**config.mk**
```make
export PLATFORM = sky130hd
export DESIGN_NAME = sdclk_top
export DESIGN_NICKNAME = d
export VERILOG_FILES = /design/src/design/sdclk_pkg.sv /design/src/design/sdclk_top.sv
export VERILOG_INCLUDE_DIRS = /design/src /design/src/design
export SDC_FILE = /design/constraint.sdc
export NUM_CORES = 1
export LEC_CHECK = 0
export BUFFER_PORTS_ARGS = -buffer_cell sky130_fd_sc_hd__buf_2
export CAP_MARGIN = 20
export CORE_MARGIN = 2
export CORE_UTILIZATION = 49
export DETAILED_ROUTE_END_ITERATION = 10
export GPL_TIMING_DRIVEN = 0
export PLACE_DENSITY_LB_ADDON = 0.1
export SETUP_SLACK_MARGIN = 0.3
export SLEW_MARGIN = 40
export SYNTH_ARGS = -nofsm -noshare
export SYNTH_HDL_FRONTEND = slang
export SYNTH_SLANG_ARGS = --single-unit
```
**constraint.sdc**
```tcl
create_clock -name clk -period 15 [get_ports clk]
set_clock_uncertainty 0.05 [all_clocks]
set_input_delay 3 -clock clk [delete_from_list [all_inputs] [get_ports clk]]
set_output_delay 3 -clock clk [all_outputs]
set_load 0.02 [all_outputs]
```
**src/design/sdclk_regs.svh**
```systemverilog
// constants for the serial clock generator and deserializer bit mapper
`ifndef SDCLK_REGS_SVH
`define SDCLK_REGS_SVH

// ----------------------------------------------------------------
// factor limits and reset values
// ----------------------------------------------------------------
`define SDCLK_FACTOR_MIN 4'h4
`define SDCLK_FACTOR_MAX 4'hA
`define SDCLK_FACTOR_RST 4'h8
`define SDCLK_MULT_RST 4'hA
`define SDCLK_MULT_MAX 4'hA
`define SDCLK_PHASE_RST 4'h0
`define SDCLK_SEL_RST 2'h0

// ----------------------------------------------------------------
// timing
// ----------------------------------------------------------------
`define SDCLK_CLK_NS 50
`define SDCLK_TAP_COUNT 8
`define SDCLK_WORD_MAX 10
`define SDCLK_PERIOD_W 16

`endif

```
**src/design/sdclk_pkg.sv**
```systemverilog
// types shared by the serial clock generator and its users
package sdclk_pkg;

	// ----------------------------------------------------------------
	// reference source selection
	// ----------------------------------------------------------------
	typedef enum logic [1:0] {
		SDCLK_REF_PIN,
		SDCLK_REF_PLL,
		SDCLK_REF_CORE
	} sdclk_ref_t;

	// ----------------------------------------------------------------
	// run-time configuration, taken on cfg_load
	// ----------------------------------------------------------------
	typedef struct packed {
		sdclk_ref_t ref_sel;
		logic [3:0] mult;
		logic [3:0] factor_a;
		logic [3:0] factor_b;
		logic [3:0] phase;
		logic bank_up_en;
		logic bank_dn_en;
	} sdclk_cfg_t;

	// ----------------------------------------------------------------
	// clock outputs toward the channel banks
	// ----------------------------------------------------------------
	typedef struct packed {
		logic bit_strobe;
		logic parallel_clock_out_a;
		logic parallel_clock_out_b;
		logic load_a;
		logic load_b;
		logic bank_up_active;
		logic bank_dn_active;
		logic locked;
	} sdclk_clk_t;

endpackage : sdclk_pkg

```
**src/design/sdclk_top.sv**
```systemverilog
// serial bit clock synthesis, parallel clock division and deserializer bit mapping
// Operation
// - one generator makes bit and word clocks
// - bit tick rate equals serial bit rate
// - one bit rate, two parallel factors
// - reference changes only by manual selection
// - configuration reloadable while running
// - reference from pin, pll or core
// - center drives both banks, corner one
// - multiply forwarded clock, settable sampling phase
// - bits captured on bit clock falling edge; here each channel shifts on the bit tick delayed by its phase_sel tap
// - channel n on bits 8n-1 to 8n-8
// - each channel picks own sampling phase
// - deserialization factor four to ten bits
// - load pulse derived from deserialization factor
`include "sdclk_regs.svh"

module sdclk_top import sdclk_pkg::*; #(
	parameter int NCH = 18,
	parameter int WORD_W = 8,
	parameter bit CENTER = 1'b1
) (
	// clock, reset, enable
	input wire logic clk,
	input wire logic rst,
	input wire logic ce,
	// reference clock candidates, asynchronous
	input wire logic ref_pin,
	input wire logic ref_pll,
	input wire logic ref_core,
	// configuration from core logic
	input wire sdclk_cfg_t cfg,
	input wire logic cfg_load,
	input wire logic [NCH-1:0][2:0] phase_sel,
	// serial data, asynchronous
	input wire logic [NCH-1:0] rx_serial,
	// clock outputs
	output sdclk_clk_t clk_out,
	// parallel bus toward core
	output logic [NCH*WORD_W-1:0] rx_data,
	output logic rx_valid,
	input wire logic rx_ready,
	output logic rx_overflow
);

	localparam int PW = `SDCLK_PERIOD_W;
	localparam int TAPS = `SDCLK_TAP_COUNT;
	localparam int WMAX = `SDCLK_WORD_MAX;
	localparam int BUSW = NCH * WORD_W;

	// ----------------------------------------------------------------
	// state
	// ----------------------------------------------------------------
	typedef struct packed {
		logic [2:0] ref_s1;
		logic [2:0] ref_s2;
		logic ref_prev;
		logic [NCH-1:0] dat_s1;
		logic [NCH-1:0] dat_s2;
		sdclk_cfg_t cfg;
		logic [PW-1:0] per_cnt;
		logic [PW-1:0] period;
		logic [PW-1:0] acc;
		logic [TAPS-1:0] tick_dly;
		logic [TAPS-1:0] ld_dly;
		logic [3:0] cnt_a;
		logic [3:0] cnt_b;
		logic [NCH-1:0][WMAX-1:0] sr;
		sdclk_clk_t co;
		logic out_valid;
		logic [BUSW-1:0] out_data;
		logic skid_valid;
		logic [BUSW-1:0] skid_data;
		logic overflow;
	} sdclk_state_t;

	sdclk_state_t st;
	sdclk_state_t next_st;

	// ----------------------------------------------------------------
	// helpers
	// ----------------------------------------------------------------
	function automatic logic [3:0] clamp_factor(input logic [3:0] f);
		if (f < `SDCLK_FACTOR_MIN) begin
			return `SDCLK_FACTOR_MIN;
		end
		if (f > `SDCLK_FACTOR_MAX) begin
			return `SDCLK_FACTOR_MAX;
		end
		return f;
	endfunction : clamp_factor

	// word counter step; returns next count and flags the boundary
	function automatic logic [4:0] div_step(input logic [3:0] cnt, input logic [3:0] f);
		if (cnt >= f - 4'h1) begin
			return {1'b1, 4'h0};
		end
		return {1'b0, cnt + 4'h1};
	endfunction : div_step

	function automatic sdclk_cfg_t sanitize(input sdclk_cfg_t c);
		sdclk_cfg_t r;
		r = c;
		r.factor_a = clamp_factor(c.factor_a);
		r.factor_b = clamp_factor(c.factor_b);
		if (c.mult == 4'h0) begin
			r.mult = 4'h1;
		end else if (c.mult > `SDCLK_MULT_MAX) begin
			r.mult = `SDCLK_MULT_MAX;
		end
		if (c.ref_sel == 2'h3) begin
			r.ref_sel = SDCLK_REF_PIN;
		end
		if (!CENTER) begin
			r.bank_dn_en = 1'b0;
		end
		return r;
	endfunction : sanitize

	// ----------------------------------------------------------------
	// next state
	// ----------------------------------------------------------------
	logic ref_now;
	logic ref_rise;
	logic [PW:0] acc_sum;
	logic tick;
	logic [4:0] step_a;
	logic [4:0] step_b;
	logic [NCH-1:0][WMAX-1:0] sr_n;
	logic [BUSW-1:0] word;
	logic push;
	logic pop;
	sdclk_cfg_t rst_cfg;

	always_comb begin
		rst_cfg = '{ref_sel: SDCLK_REF_PIN, mult: `SDCLK_MULT_RST,
			factor_a: `SDCLK_FACTOR_RST, factor_b: `SDCLK_FACTOR_RST,
			phase: `SDCLK_PHASE_RST, bank_up_en: 1'b1, bank_dn_en: 1'b0};
		next_st = st;
		next_st.ref_s1 = {ref_core, ref_pll, ref_pin};
		next_st.ref_s2 = st.ref_s1;
		next_st.dat_s1 = rx_serial;
		next_st.dat_s2 = st.dat_s1;

		// only the selected source is followed; no automatic fallback
		ref_now = st.ref_s2[st.cfg.ref_sel];
		next_st.ref_prev = ref_now;
		ref_rise = ref_now & ~st.ref_prev;

		// period of the forwarded clock in system cycles
		next_st.per_cnt = ref_rise ? {{(PW-1){1'b0}}, 1'b1} : st.per_cnt + 1'b1;
		if (ref_rise) begin
			next_st.period = st.per_cnt;
		end

		// accumulator divides the reference period by mult; one tick per bit
		acc_sum = {1'b0, st.acc} + {{(PW-3){1'b0}}, st.cfg.mult};
		tick = 1'b0;
		if (ref_rise) begin
			// phase offset re-centres the tick on each reference edge
			next_st.acc = {{(PW-4){1'b0}}, st.cfg.phase};
			tick = (st.period != '0);
		end else if (st.period != '0 && acc_sum >= {1'b0, st.period}) begin
			next_st.acc = acc_sum[PW-1:0] - st.period;
			tick = 1'b1;
		end else begin
			next_st.acc = acc_sum[PW-1:0];
		end
		next_st.co.bit_strobe = tick;
		next_st.co.locked = (st.period != '0);
		next_st.tick_dly = {st.tick_dly[TAPS-2:0], tick};

		// two word dividers share the single bit tick
		step_a = div_step(st.cnt_a, st.cfg.factor_a);
		step_b = div_step(st.cnt_b, st.cfg.factor_b);
		next_st.co.load_a = 1'b0;
		next_st.co.load_b = 1'b0;
		if (tick) begin
			next_st.cnt_a = step_a[3:0];
			next_st.cnt_b = step_b[3:0];
			next_st.co.load_a = step_a[4];
			next_st.co.load_b = step_b[4];
		end
		// high for the first half of each word
		next_st.co.parallel_clock_out_a = (next_st.cnt_a < {1'b0, st.cfg.factor_a[3:1]});
		next_st.co.parallel_clock_out_b = (next_st.cnt_b < {1'b0, st.cfg.factor_b[3:1]});
		next_st.ld_dly = {st.ld_dly[TAPS-2:0], next_st.co.load_a};
		next_st.co.bank_up_active = st.cfg.bank_up_en & next_st.co.locked;
		next_st.co.bank_dn_active = st.cfg.bank_dn_en & next_st.co.locked;

		// each channel samples at its own delay after the shared tick
		for (int c = 0; c < NCH; c++) begin
			sr_n[c] = st.sr[c];
			if (st.tick_dly[phase_sel[c]]) begin
				sr_n[c] = {st.sr[c][WMAX-2:0], st.dat_s2[c]};
			end
		end
		next_st.sr = sr_n;

		// captured late enough that every tap has shifted the last bit
		word = '0;
		for (int c = 0; c < NCH; c++) begin
			for (int b = 0; b < WORD_W; b++) begin
				// first bit received lands in slice bit factor_a-1, the msb only when factor_a equals WORD_W
				// factors wider than the slice keep only the newest bits, never the neighbour's
				if (b < int'(st.cfg.factor_a)) begin
					word[c*WORD_W + b] = sr_n[c][b];
				end
			end
		end
		push = st.ld_dly[TAPS-1];

		// two-entry buffer; the serial side cannot stall, so a full buffer drops
		pop = st.out_valid & rx_ready;
		if (pop) begin
			next_st.out_valid = st.skid_valid;
			next_st.out_data = st.skid_data;
			next_st.skid_valid = 1'b0;
		end
		if (push) begin
			if (!next_st.out_valid) begin
				next_st.out_valid = 1'b1;
				next_st.out_data = word;
			end else if (!next_st.skid_valid) begin
				next_st.skid_valid = 1'b1;
				next_st.skid_data = word;
			end else begin
				next_st.overflow = 1'b1;
			end
		end

		// reload restarts dividers so the new factors start on a boundary
		if (cfg_load) begin
			next_st.cfg = sanitize(cfg);
			next_st.cnt_a = 4'h0;
			next_st.cnt_b = 4'h0;
			next_st.period = '0;
			next_st.acc = '0;
		end

		if (rst) begin
			next_st = '0;
			next_st.cfg = sanitize(rst_cfg);
		end
	end

	always_ff @(posedge clk) begin
		if (rst || ce) begin
			st <= next_st;
		end
	end

	// ----------------------------------------------------------------
	// outputs
	// ----------------------------------------------------------------
	assign clk_out = st.co;
	assign rx_data = st.out_data;
	assign rx_valid = st.out_valid;
	assign rx_overflow = st.overflow;

endmodule : sdclk_top

```
==> results.cfg <==
[status]
status = completed

[drt]
via_per_inst = 5.73
drt_drc_violations_left = 0
num_vias = 19700
drt_pass1_iterations = 5
drtIter0Drc = 1911
wl_mm = 80.1
wl_per_cell_microns = 23.3
drtAntennaViolNets = 0

[critical_path]
timing.critical_path.buf_inv = 6
path_max_fanout = 77
startpoint_type = input pin
arrival_ns = 5.96
crit_top_cell = clkbuf_1
cp_cell_sequence = clkbuf_1 -> clkbuf_1 -> clkbuf_1 -> nor2_1 -> inv_8 -> buf_16 -> buf_16
max_stage_delay_ns = 0.60
crit_family = buffers and inverters
critical_path_class = input pin to register
worst_setup_path_end_kind = register
slowest_stage = clkbuf_1
cp_data_required_time_ns = 15.22

[clock_tree]
cts-buffers-inserted = 61
cts_setup_buffers = 0
cts.path.max_buffers = 3
cts_tree = built
clk_latency_ns = 0.63
cts.sinks = 576
cts_hold_buf = 0
cts.clk_slew.worst_paths_ns = 0.06
cts_root_buffer = clkbuf_16
cts.repair.resized = 0
htreeDepth = 2

[floorplanning]
dieArea_sq_um = 61600
dieWidth_microns = 248
start_util_pct = 49.5
fp.dieH_microns = 248
rows = 89
core_region_area_sq_um = 59000
ios = 254

[final_layout]
post-route-util_pct = 57.3
n_antenna_cell = 0
seq_area_sq_um = 17300
nets = 2765
fin_cells = 3437
n_fill_cell = 4969
multi_input_area_sq_um = 10300
drive_gt1_share_pct = 23.5
syn_to_final_growth_pct = 15.6

[power]
power.switching_mw = 1.25
power_density_nw_per_um2 = 129
power_frac_seq_pct = 46.8
power_leakage_nw = 14.5
vdd_drop_max_mv = 0.102
p_int_mw = 3.12
total_power_mw = 4.37
power_frac_comb_pct = 21.3
swShare_pct = 28.6
power_frac_clock_pct = 31.9

[timing]
rsz0062_at_grt = false
fin_crit_sh_pct = 38.3
worstMarginPinSlew_ns = 0.892
finalMaxSlewViolations = 0
finalHoldViolCount = 0
min_period_ns = 5.74
fin_ws_ns = 9.26
fmax_ghz = 0.174
setup_violations = 0
relSlewSlack_pct = 40.5

[yosys]
ys_warn_count = 0
yosys-top-cells-area = edfxtp_1 (59%), mux2i_1 (9.9%), nor2_1 (6.3%), o22a_1 (4.3%), buf_4 (4.0%)
synth_compound_area_share_pct = 7.23
synthMuxAreaShare_pct = 13.9
ys_async_sr_fraction_pct = 0
synth_common_cells = edfxtp_1 (576), nor2_1 (491), mux2i_1 (290)
synth_top_area_share_pct = 59.2
yosys.area.top_type = edfxtp_1
synthFlopType = edfxtp_1
ys_ff_latch = 576
synthAdderAreaFrac_pct = 1.81
synthCells = 2288
synth_edf_count = 576
synthesis.area_sq_um = 29200
yosysSeqAreaShare_pct = 59.2
synth_cell_types = 69
synth_nets = 2429
synth_xor_area_share_pct = 1.17
yosysMostFrequentCell = edfxtp_1
synth_top_family_by_area = multiplexers
synth-simple-area-share_pct = 10.7
avgSynthCellArea_sq_um = 12.8

[global_route]
grt_use_met3_pct = 5.76
met2_usage_pct = 40.9
grt_pass1_vias = 19000
use_met1_pct = 36.2
grt_remaining_overflow = 0
grt_max_degree = 78
grt_usage_pct = 25.8
antenna_found_initial = 2
busiest_layer = met2
grt_pass1_wl_mm = 118

[placement]
port-buffer-count = 252
gp_congestion = 0.853
post-place-cells = 3334
hpwl_mm = 55.8
post-place-ws_ns = 8.59

[job]
max_cap_viol_count = 0

[min_path]
hp-class = register to register
-- power groups by stage --
stage                     sequential, mW  combinational (mW)  clock, mW
after floorplan                     2.06               0.664          0
after global placement              2.12               0.885          0
after detailed placement            2.08               0.920          0
after CTS                           2.05               0.925       1.41
after global routing                2.06                1.01       1.48
final                               2.05               0.930       1.39
-- metrics by stage --
stage                     cell area (sq um)  TNS (ns)  hold slack [ns]
after floorplan                       29200         0            0.447
after global placement                31500  -1842.77            0.456
after detailed placement              32000         0            0.463
after CTS                             33800         0            0.480
after global routing                  33800         0            0.502
final                                 33800         0            0.472
-- placed cells by master, fill, tap and decap left out, types with 6 or more instances in the layout --
cell / instances
o22a_1: 145
buf_4: 154
a21oi_1: 30
ha_1: 39
clkbuf_2: 31
o21ai_0: 16
clkinv_1: 11
nor3_1: 13
a21o_1: 13
nand2_1: 54
nor2b_1: 62
inv_1: 39
edfxtp_1: 576
xor2_1: 25
buf_16: 6
buf_2: 256
mux2i_4: 14
a211oi_1: 12
mux2i_1: 290
clkbuf_1: 88
and2_1: 20
nand2b_1: 7
xnor2_1: 14
clkinv_2: 6
buf_1: 7
nand4_1: 9
or3_1: 7
buf_8: 12
or2_2: 7
clkbuf_16: 62
nor2_1: 488
nand3_1: 17
nor4_1: 8
mux4_2: 36
-- path summary, 6_finish.rpt --
check,start,to,slack (ns),cells past startpoint
setup / recovery,rst,rx_data[134],9.26,7
hold / removal,st[551],clk_out[1],0.47,1
setup reg to reg,st[565],clk_out[5],10.06,21
hold reg to reg,st[551],clk_out[1],0.47,1
-- worst reg2reg max path: cells and delay by family (launching register included) --
| family | cells | cell delay, ns |
|---|---|---|
| flip-flops | 1 | 0.42 |
| XOR/XNOR | 1 | 0.17 |
| adder cells (fa/ha/maj) | 4 | 1.23 |
| AO/OA/AOI/OAI | 6 | 1.36 |
| buffers and inverters | 2 | 0.32 |
| AND/OR/NAND/NOR | 8 | 1.26 |
-- flip-flops by register name, summed over array words and instances (netlist names) --
signal       flops
push             1
clk_out          6
rx_data        144
st             423
rx_valid         1
rx_overflow      1
-- layer usage --
metal | share of wire, % | wire length, microns | vias up
met4 | 2.5 | 1990 | 4
met2 | 46 | 37000 | 788
met1 | 43 | 34100 | 9802
met5 | 0.032 | 26 | -
met3 | 8.6 | 6910 | 116
li1 | - | - | 8971
-- cell type report --
cell class              count  share of cell area (%)
well taps                 773                    2.86
multi-input cells        1406                    30.5
repair buffers            273                    4.85
inverters                  40                   0.466
clock inverters            20                   0.437
flip-flops and latches    576                    51.2
clock buffers              83                    4.82
plain buffers             266                    4.87
-- cell families after synthesis --
group | Yosys count
AOI/OAI and AO/OA | 265
DFF | 576
muxes | 345
and+or+nand+nor | 716
buffers and inverters | 306
xor gates and xnor gates | 39
adders and majority gates | 41
Note: power is estimated with default switching activity, not from simulation.
